**src/design/utdts_defines.svh**
```systemverilog
// Register map, field positions, reset values and timing for the UART transmit DMA time-out block
`ifndef UTDTS_DEFINES_SVH
`define UTDTS_DEFINES_SVH

// Register indices; byte address is four times the index
`define UTDTS_CSR_INDEX 18'h0_ffe1
`define UTDTS_CHAN_INDEX 18'h0_ff00
`define UTDTS_STAT_INDEX 18'h0_ff01
`define UTDTS_CSR_ADDR {`UTDTS_CSR_INDEX, 2'b00}
`define UTDTS_CHAN_ADDR {`UTDTS_CHAN_INDEX, 2'b00}
`define UTDTS_STAT_ADDR {`UTDTS_STAT_INDEX, 2'b00}

// Control and status register fields
`define UTDTS_SPF_BIT 0
`define UTDTS_TTF_BIT 1
`define UTDTS_TOV_LSB 2
`define UTDTS_TOV_MSB 6
`define UTDTS_TCE_BIT 7
`define UTDTS_CSR_RESET 8'h00

// Channel control register fields
`define UTDTS_CIE_BIT 6
`define UTDTS_CEN_BIT 7
`define UTDTS_CHAN_RESET 8'h00

// Status register fields
`define UTDTS_STAT_CNT_LSB 0
`define UTDTS_STAT_CNT_MSB 4
`define UTDTS_STAT_RUN_BIT 5
`define UTDTS_STAT_CAUSE_LSB 6
`define UTDTS_STAT_CAUSE_MSB 7

// Timing and packet limits
`define UTDTS_TIMEOUT_STEP_MS 1
`define UTDTS_SOF_PERIOD_MS 1
`define UTDTS_FULL_PKT_BYTES 64

`endif

```
**src/design/utdts_pkg.sv**
```systemverilog
// Types shared by the UART transmit DMA time-out block
package utdts_pkg;

   typedef enum logic {
      UTDTS_WAIT_FIRST,
      UTDTS_COUNTING
   } utdts_tmr_state_t;

   typedef enum logic [1:0] {
      UTDTS_CAUSE_NONE,
      UTDTS_CAUSE_DONE,
      UTDTS_CAUSE_SHORT,
      UTDTS_CAUSE_TIMEOUT
   } utdts_cause_t;

endpackage

```
**src/design/utdts_top.sv**
```systemverilog
// UART transmit DMA channel time-out and termination status with APB registers
//
// Functional notes
// - Short packet detected sets short-packet flag bit 0
// - Short-packet flag clears only on write of 1
// - Completion interrupt off: flags keep channel enabled
// - Bit 1 reads 1 after time-out stop
// - Time-out flag clears only on write of 1
// - Bits 6 to 2 hold time-out in ms
// - Every byte transfer while counting is enabled reloads the down counter
// - Counter decrements once per frame tick
// - Counter at zero sets flag, halts transfer
// - Counts only when enabled, after first byte
// - Bit 7 enables the time-out counter
// - Short packet reports time-out 0, short 1
// - Time-out reports time-out 1, short 0
// - Termination clears channel enable; falling edge interrupts when completion interrupt is on
// - Packet under 64 bytes is a short packet
//
// The APB interface to the registers is this design's own decision.
`timescale 1ns/1ps
`include "utdts_defines.svh"
module utdts_top
   import utdts_pkg::*;
#(
   parameter int AW = 20,
   parameter int CW = 5,
   parameter int PKT_BYTES = `UTDTS_FULL_PKT_BYTES
) (
   input wire logic clk_sys,
   input wire logic reset,
   input wire logic psel,
   input wire logic penable,
   input wire logic pwrite,
   input wire logic [AW-1:0] paddr,
   input wire logic [31:0] pwdata,
   output logic [31:0] prdata,
   output logic pready,
   output logic pslverr,
   input wire logic byteXfer,
   input wire logic sofTick,
   input wire logic pktDone,
   input wire logic [7:0] pktByteCount,
   input wire logic xferComplete,
   output logic channelEnable,
   output logic completionIrq,
   output logic dmaHalt,
   output logic shortPacketFlag,
   output logic transferTimeoutFlag,
   output logic timeoutCounting
);

   // Field width is fixed by the register layout
   if (CW != `UTDTS_TOV_MSB - `UTDTS_TOV_LSB + 1) begin : g_cw_check
      $error("utdts_top: CW must match the time-out field width");
   end
   if (PKT_BYTES < 1 || PKT_BYTES > 255) begin : g_pkt_check
      $error("utdts_top: PKT_BYTES must be 1 to 255");
   end

   // Bus side
   logic wrStrobe;
   logic rdCapture;
   logic selCsr;
   logic selChan;
   logic selStat;
   logic wrCsr;
   logic wrChan;

   // Control and status state
   logic tcEnable_q;
   logic tcEnable_d;
   logic [CW-1:0] timeoutValue_q;
   logic [CW-1:0] timeoutValue_d;
   logic spf_q;
   logic spf_d;
   logic ttf_q;
   logic ttf_d;
   logic chanEn_q;
   logic chanEn_d;
   logic cie_q;
   logic cie_d;
   utdts_cause_t cause_q;
   utdts_cause_t cause_d;
   logic irq_q;
   logic irq_d;
   logic halt_q;
   logic halt_d;
   logic [31:0] prdata_q;
   logic [31:0] prdata_d;

   // Events
   logic countEnable;
   logic expired;
   logic running;
   logic [CW-1:0] count;
   logic shortPkt;
   logic spfSet;
   logic ttfSet;
   logic doneEvt;
   logic spfClr;
   logic ttfClr;
   logic flagStop;
   logic termClear;

   // Read views
   logic [7:0] csrView;
   logic [7:0] chanView;
   logic [7:0] statView;
   logic [31:0] rdWord;

   utdts_apb_slave #(
      .AW(AW)
   ) u_apb (
      .clk_sys(clk_sys),
      .reset(reset),
      .psel(psel),
      .penable(penable),
      .pwrite(pwrite),
      .paddr(paddr),
      .pready(pready),
      .pslverr(pslverr),
      .wrStrobe(wrStrobe),
      .rdCapture(rdCapture),
      .selCsr(selCsr),
      .selChan(selChan),
      .selStat(selStat)
   );

   assign wrCsr = wrStrobe && selCsr;
   assign wrChan = wrStrobe && selChan;

   // Counter runs only with both enables set
   assign countEnable = tcEnable_q && chanEn_q;

   utdts_timeout_counter #(
      .CW(CW)
   ) u_tmr (
      .clk_sys(clk_sys),
      .reset(reset),
      .countEnable(countEnable),
      .reloadValue(timeoutValue_q),
      .byteXfer(byteXfer),
      .sofTick(sofTick),
      .expired(expired),
      .running(running),
      .count(count)
   );

   // Short packet only counts while the channel is live
   assign shortPkt = pktDone && (pktByteCount < 8'(PKT_BYTES));

   // Time-out wins a same-cycle tie so only one code is reported
   assign ttfSet = expired;
   assign spfSet = chanEn_q && shortPkt && !expired;
   // Completion ends the channel even when a flag event ties with it
   assign doneEvt = chanEn_q && xferComplete;

   // Write-one-to-clear; a same-cycle set still wins
   assign spfClr = wrCsr && pwdata[`UTDTS_SPF_BIT];
   assign ttfClr = wrCsr && pwdata[`UTDTS_TTF_BIT];
   assign spf_d = spfSet || (spf_q && !spfClr);
   assign ttf_d = ttfSet || (ttf_q && !ttfClr);

   // Field writes for time-out value and counter enable
   assign timeoutValue_d = wrCsr ? pwdata[`UTDTS_TOV_MSB:`UTDTS_TOV_LSB]
      : timeoutValue_q;
   assign tcEnable_d = wrCsr ? pwdata[`UTDTS_TCE_BIT] : tcEnable_q;
   assign cie_d = wrChan ? pwdata[`UTDTS_CIE_BIT] : cie_q;

   // Flags end the channel only with completion interrupt on
   assign flagStop = cie_q && (spfSet || ttfSet);
   assign termClear = flagStop || doneEvt;

   // Hardware termination beats a same-cycle software enable write
   assign chanEn_d = termClear ? 1'b0
      : wrChan ? pwdata[`UTDTS_CEN_BIT]
      : chanEn_q;

   // Falling enable raises a one-cycle completion interrupt when the completion interrupt enable is set
   assign irq_d = cie_q && chanEn_q && !chanEn_d;

   // Halt pulse stops the datapath on any flagged termination
   assign halt_d = ttfSet || spfSet;

   assign cause_d = ttfSet ? UTDTS_CAUSE_TIMEOUT
      : spfSet ? UTDTS_CAUSE_SHORT
      : doneEvt ? UTDTS_CAUSE_DONE
      : cause_q;

   // Register read views, unused bits read zero
   assign csrView = {tcEnable_q, timeoutValue_q, ttf_q, spf_q};
   assign chanView = {chanEn_q, cie_q, 6'h00};
   assign statView = {cause_q, running, count};

   always_comb begin
      rdWord = 32'h0000_0000;
      if (selCsr) begin
         rdWord = {24'h00_0000, csrView};
      end else if (selChan) begin
         rdWord = {24'h00_0000, chanView};
      end else if (selStat) begin
         rdWord = {24'h00_0000, statView};
      end
   end

   assign prdata_d = rdCapture ? rdWord : prdata_q;

   // Counter enable field of the control register
   always_ff @(posedge clk_sys) begin
      if (reset) begin
         tcEnable_q <= 1'b0;
      end else begin
         tcEnable_q <= tcEnable_d;
      end
   end

   // Reload value; a change applies at the next byte
   always_ff @(posedge clk_sys) begin
      if (reset) begin
         timeoutValue_q <= '0;
      end else begin
         timeoutValue_q <= timeoutValue_d;
      end
   end

   // Short-packet flag, sticky until written with one
   always_ff @(posedge clk_sys) begin
      if (reset) begin
         spf_q <= 1'b0;
      end else begin
         spf_q <= spf_d;
      end
   end

   // Time-out flag, sticky until written with one
   always_ff @(posedge clk_sys) begin
      if (reset) begin
         ttf_q <= 1'b0;
      end else begin
         ttf_q <= ttf_d;
      end
   end

   // Channel enable, cleared by any termination
   always_ff @(posedge clk_sys) begin
      if (reset) begin
         chanEn_q <= 1'b0;
      end else begin
         chanEn_q <= chanEn_d;
      end
   end

   // Completion interrupt enable
   always_ff @(posedge clk_sys) begin
      if (reset) begin
         cie_q <= 1'b0;
      end else begin
         cie_q <= cie_d;
      end
   end

   // Last termination cause, kept for status reads
   always_ff @(posedge clk_sys) begin
      if (reset) begin
         cause_q <= UTDTS_CAUSE_NONE;
      end else begin
         cause_q <= cause_d;
      end
   end

   // One-cycle interrupt pulse, not a level
   always_ff @(posedge clk_sys) begin
      if (reset) begin
         irq_q <= 1'b0;
      end else begin
         irq_q <= irq_d;
      end
   end

   // Halt pulse to the transfer datapath
   always_ff @(posedge clk_sys) begin
      if (reset) begin
         halt_q <= 1'b0;
      end else begin
         halt_q <= halt_d;
      end
   end

   // Read data held until the next read capture
   always_ff @(posedge clk_sys) begin
      if (reset) begin
         prdata_q <= 32'h0000_0000;
      end else begin
         prdata_q <= prdata_d;
      end
   end

   assign prdata = prdata_q;
   assign channelEnable = chanEn_q;
   assign completionIrq = irq_q;
   assign dmaHalt = halt_q;
   assign shortPacketFlag = spf_q;
   assign transferTimeoutFlag = ttf_q;
   assign timeoutCounting = running;

endmodule // utdts_top

```
**src/design/utdts_timeout_counter.sv**
```systemverilog
// Transaction time-out down counter clocked by frame ticks
`timescale 1ns/1ps
module utdts_timeout_counter
   import utdts_pkg::*;
#(
   parameter int CW = 5
) (
   input wire logic clk_sys,
   input wire logic reset,
   input wire logic countEnable,
   input wire logic [CW-1:0] reloadValue,
   input wire logic byteXfer,
   input wire logic sofTick,
   output logic expired,
   output logic running,
   output logic [CW-1:0] count
);

   if (CW < 1) begin : g_cw_check
      $error("utdts_timeout_counter: CW must be at least 1");
   end

   utdts_tmr_state_t state_q;
   utdts_tmr_state_t state_d;
   logic [CW-1:0] count_q;
   logic [CW-1:0] count_d;
   logic lastStep;

   // A zero reload expires on the next tick, like a one
   assign lastStep = (count_q <= CW'(1));
   assign expired = (state_q == UTDTS_COUNTING) && countEnable && !byteXfer
      && sofTick && lastStep;
   assign running = (state_q == UTDTS_COUNTING);
   assign count = count_q;

   always_comb begin
      state_d = state_q;
      count_d = count_q;
      case (state_q)
         UTDTS_WAIT_FIRST: begin
            if (countEnable && byteXfer) begin
               state_d = UTDTS_COUNTING;
               count_d = reloadValue;
            end
         end
         UTDTS_COUNTING: begin
            if (!countEnable) begin
               state_d = UTDTS_WAIT_FIRST;
            end else if (byteXfer) begin
               count_d = reloadValue;
            end else if (sofTick) begin
               if (lastStep) begin
                  state_d = UTDTS_WAIT_FIRST;
                  count_d = '0;
               end else begin
                  count_d = count_q - CW'(1);
               end
            end
         end
         default: begin
            state_d = UTDTS_WAIT_FIRST;
         end
      endcase
   end

   always_ff @(posedge clk_sys) begin
      if (reset) begin
         state_q <= UTDTS_WAIT_FIRST;
         count_q <= '0;
      end else begin
         state_q <= state_d;
         count_q <= count_d;
      end
   end

endmodule // utdts_timeout_counter

```
**src/design/utdts_apb_slave.sv**
```systemverilog
// APB decode and handshake for the time-out block registers
`timescale 1ns/1ps
`include "utdts_defines.svh"
module utdts_apb_slave
   import utdts_pkg::*;
#(
   parameter int AW = 20
) (
   input wire logic clk_sys,
   input wire logic reset,
   input wire logic psel,
   input wire logic penable,
   input wire logic pwrite,
   input wire logic [AW-1:0] paddr,
   output logic pready,
   output logic pslverr,
   output logic wrStrobe,
   output logic rdCapture,
   output logic selCsr,
   output logic selChan,
   output logic selStat
);

   if (AW < 20) begin : g_aw_check
      $error("utdts_apb_slave: AW must be at least 20");
   end

   logic ready_q;
   logic mapped;

   assign selCsr = (paddr == AW'(`UTDTS_CSR_ADDR));
   assign selChan = (paddr == AW'(`UTDTS_CHAN_ADDR));
   assign selStat = (paddr == AW'(`UTDTS_STAT_ADDR));
   assign mapped = selCsr || selChan || selStat;

   // One wait state so read data comes from a flop
   assign rdCapture = psel && penable && !ready_q;
   assign pready = ready_q;
   assign pslverr = ready_q && !mapped;
   assign wrStrobe = psel && penable && ready_q && pwrite && mapped;

   always_ff @(posedge clk_sys) begin
      if (reset) begin
         ready_q <= 1'b0;
      end else begin
         ready_q <= rdCapture;
      end
   end

endmodule // utdts_apb_slave

```
**config.mk**
```make
export PLATFORM = sky130hd
export DESIGN_NAME = utdts_top
export DESIGN_NICKNAME = d
export VERILOG_FILES = /design/src/design/utdts_pkg.sv /design/src/design/utdts_top.sv /design/src/design/utdts_timeout_counter.sv /design/src/design/utdts_apb_slave.sv
export VERILOG_INCLUDE_DIRS = /design/src /design/src/design
export SDC_FILE = /design/constraint.sdc
export NUM_CORES = 1
export LEC_CHECK = 0
export CAP_MARGIN = 5
export CORE_AREA = 2 2 78 80
export DETAILED_ROUTE_END_ITERATION = 7
export DIE_AREA = 0 0 80 82
export DONT_BUFFER_PORTS = 1
export GPL_TIMING_DRIVEN = 0
export PLACE_DENSITY = 0.55
export SETUP_SLACK_MARGIN = 0.2
export SLEW_MARGIN = 20
export SYNTH_ARGS = -nofsm -noshare
export SYNTH_HDL_FRONTEND = slang
export SYNTH_SLANG_ARGS = --single-unit
```
**constraint.sdc**
```tcl
create_clock -name clk_sys -period 3.7 [get_ports clk_sys]
set_input_delay 0.37 -clock clk_sys [delete_from_list [all_inputs] [get_ports clk_sys]]
set_output_delay 0.37 -clock clk_sys [all_outputs]
set_load 0.02 [all_outputs]
```
==> key figures <==
Run status
  • Result of the run: finished clean

Synthesis
  • Ys Warns: 0
  • Synthesized-area fraction occupied by xor and xnor cells: 1.04%
  • Number of storage elements in the synthesis netlist: 29
  • Cell area after synthesis: 1680 sq um
  • Post-synthesis share of cell area spent on full adders, half adders and majority gates: 1.49%
  • Share of the synthesized area in compound gates (AO/OA/AOI/OAI): 22.4%
  • Most common flop cell mapped by yosys: dfxtp_1
  • Multiplexer share of the synthesized area: 0%
  • Fraction of the mapped netlist area in simple logic gates: 24.2%
  • Mean area per synthesized cell: 8.43 sq um
  • Dominant combinational cell family by area after synthesis: simple AND/OR/NAND/NOR gates
  • Gate count of the mapped netlist: 199
  • Proportion of synthesized flip-flops having asynchronous set or reset: 0%
  • Share of the yosys chip area belonging to registers: 34.6%
  • Netlist cell types: 43
  • Count of flip-flops with a built-in enable after synthesis: 0

Cells and area
  • Commonest cells after routing, fill and taps aside: dfxtp_1, buf_4, conb_1
  • Antenna diodes: 0
  • Area grow syn2layout: 16.8%
  • Fill cells: 649
  • Net total in the final layout: 300
  • Layout cell share with drive strength beyond 1: 18.7%
  • Most frequent standard cell in the layout excluding fill and tap cells: dfxtp_1
  • Final Core Density: 34.1%

GRT
  • Wire length of the first global-routing pass: 6760 microns
  • Total gr overflow: 0
  • Number of global-route vias before repair: 1368
  • GRT Total Usage: 13.4%
  • Pin count of the biggest net entering global routing: 11
  • Antenna violations before repair: 0

Power
  • Switching power share of the total: 23.8%
  • Net switching power: 0.000158 W
  • Clk network pwr share: 42.8%
  • Reported leakage power: 0.743 nW
  • Sequential Power Share: 47.3%
  • Share of total power in combinational logic: 9.9%
  • Power density cells: 338 nW/um^2
  • Largest vdd supply drop: 0.154 mV
  • Internal portion of total power: 0.000505 W

Critical path
  • CP endpoint kind: output pin
  • Crit Path Max Fanout: 10
  • CP Data Required Time: 3.33 ns
  • Critical path type: in -> out
  • Nature of the critical path startpoint: input pin
  • Data arrival time of the critical path: 1.39 ns

Floorplan
  • Initial cell density of the core: 29.2%
  • Die H: 82 microns
  • Std-Cell Rows: 28
  • Top-level port count: 109
  • Die width: 80 microns
  • Die area: 6560 sq um
  • Area of the core: 5750 sq um

Timing
  • Max-slew violations: 0
  • Number of hold violations in the final report: 0
  • Max-Slew Margin vs Limit: 58.0%
  • Final-layout worst hold slack: 0.223 ns
  • Min Clock Period, post-route: 1.76 ns
  • Final-layout setup total negative slack: 0 ns
  • Post-route clock period utilization: 47.5%
  • Setup violation total in the final timing report: 0
  • Actual transition at the worst max-transition pin: 0.627 ns
  • Timing-limited maximum frequency: 569 MHz
  • Max Clock Skew: 0.00503 ns
  • RSZ-0062 raised after global routing: no

Clock network
  • Post-cts gate resize count: 0
  • CTS Buffer Depth: 2
  • Count of clock tree sinks: 29
  • Number of post-CTS setup repair buffers: 0
  • TritonCTS clock tree: done
  • H-tree levels: 2
  • CTS Hold Buffers Added: 0
  • Clock-pin slew on the worst setup and hold paths: 0.06 ns
  • Latest clock arrival within the worst-skew pair: 0.28 ns
  • Number of clock buffers inserted by TritonCTS: 5
  • CTS root buffer: clkbuf_8

Drt
  • Total Wirelength: 4210 microns
  • TritonRoute pass-1 iters: 4
  • Violation count after the first detailed-routing iteration: 45
  • Post-DRT Antenna Nets: 0
  • Remaining routing DRC violations: 0
  • Routed via count divided by cell count: 4.93
  • Total number of vias: 1505
  • Average wire per standard cell: 13.8 microns

Place
  • Detailed Place HPWL: 3350 microns
  • Last weighted congestion value of the routability-driven placer: 0.846
  • Port Buffers: 0

Hold path
  • Tightest Hold Check Type: in -> reg

Run
  • Maxcap violations: 0
## Yosys cell counts, types with 2 or more instances
cell type / count / area [sq um]
a211oi_1: 2 / 15.0
a21oi_1: 16 / 80.1
a221oi_1: 6 / 52.6
a22o_1: 6 / 52.6
a31oi_1: 2 / 12.5
a32oi_1: 6 / 52.6
and4_1: 4 / 35.0
and4bb_2: 2 / 25.0
buf_1: 2 / 7.51
buf_4: 25 / 188
clkbuf_1: 4 / 15.0
dfxtp_1: 29 / 581
ha_1: 2 / 25.0
inv_1: 5 / 18.8
nand2_1: 10 / 37.5
nand2b_1: 5 / 31.3
nand3_1: 5 / 25.0
nand3b_1: 3 / 22.5
nand4_1: 10 / 62.6
nor2_1: 14 / 52.6
nor3_1: 6 / 30.0
o21ai_0: 13 / 65.1
xor2_1: 2 / 17.5
## worst max-delay path, stage by stage
cell and delay [ns]:
nor4_2 0.29, nand4_1 0.19, clkbuf_1 0.24, o21a_1 0.31
## layer usage
metal  wire [microns]  global-route usage (%)  up-vias
met5                0                       0        -
met4               69                    5.08        0
li1                 -                       -      749
met1             1790                    16.1      679
met3              397                    4.73        8
met2             1950                    22.1       69
## registers in the layout (all words and copies together) (netlist names)
name / count
tcEnable_q: 1
timeoutValue_q: 5
u_apb.pready: 1
dmaHalt: 1
channelEnable: 1
cie_q: 1
u_tmr.running: 1
u_tmr.count: 5
shortPacketFlag: 1
transferTimeoutFlag: 1
completionIrq: 1
cause_q: 2
prdata: 8
## per-stage QoR
stage	power [W]	cell area, sq um	worst slack (ns)	instances
CTS	0.000671	1960	1.93	305
floorplan	0.000379	1760	2.10	222
detailed placement	0.000385	1860	1.93	297
finish	0.000663	1960	1.94	305
global placement	0.000386	1860	1.95	297
global route	0.000694	1960	1.83	305
## cells by family (layout without fill, tap and decap cells)
logic type,Yosys count,count (layout)
AO/OA/AOI/OAI,56,56
XOR/XNOR,2,2
adder cells (fa/ha/maj),2,2
buffers and inverters,40,48
flip-flops,29,29
other,1,24
AND/OR/NAND/NOR,69,69
## path summary, 6_finish.rpt
| path | startpoint | endpoint | slack [ns] | depth (start not counted) |
|---|---|---|---|---|
| setup / recovery | paddr[18] | pslverr | 1.94 | 4 |
| hold / removal | xferComplete | completionIrq | 0.22 | 1 |
| setup reg to reg | u_tmr.count[1] | completionIrq | 2.05 | 6 |
| hold reg to reg | cause_q[1] | cause_q[1] | 0.47 | 2 |
## power groups by stage
stage / Combinational (W) / Sequential [W] / Clock, W
5_1_grt: 0.0000711 / 0.000313 / 0.000309
2_1_floorplan: 0.0000586 / 0.000320 / 0
3_5_place_dp: 0.0000647 / 0.000321 / 0
4_1_cts: 0.0000648 / 0.000314 / 0.000293
6_report: 0.0000654 / 0.000314 / 0.000283
3_3_place_gp: 0.0000650 / 0.000321 / 0
## final cells by class
type,count,area [sq um],area share [%]
buffer,35,249,12.7
clock buffer,7,96.3,4.92
clock inverter,1,5.00,0.255
inverter,5,18.8,0.958
multi-input combinational,153,916,46.7
sequential,29,581,29.6
tap,75,93.8,4.79
(Power assumes the default switching activity.)
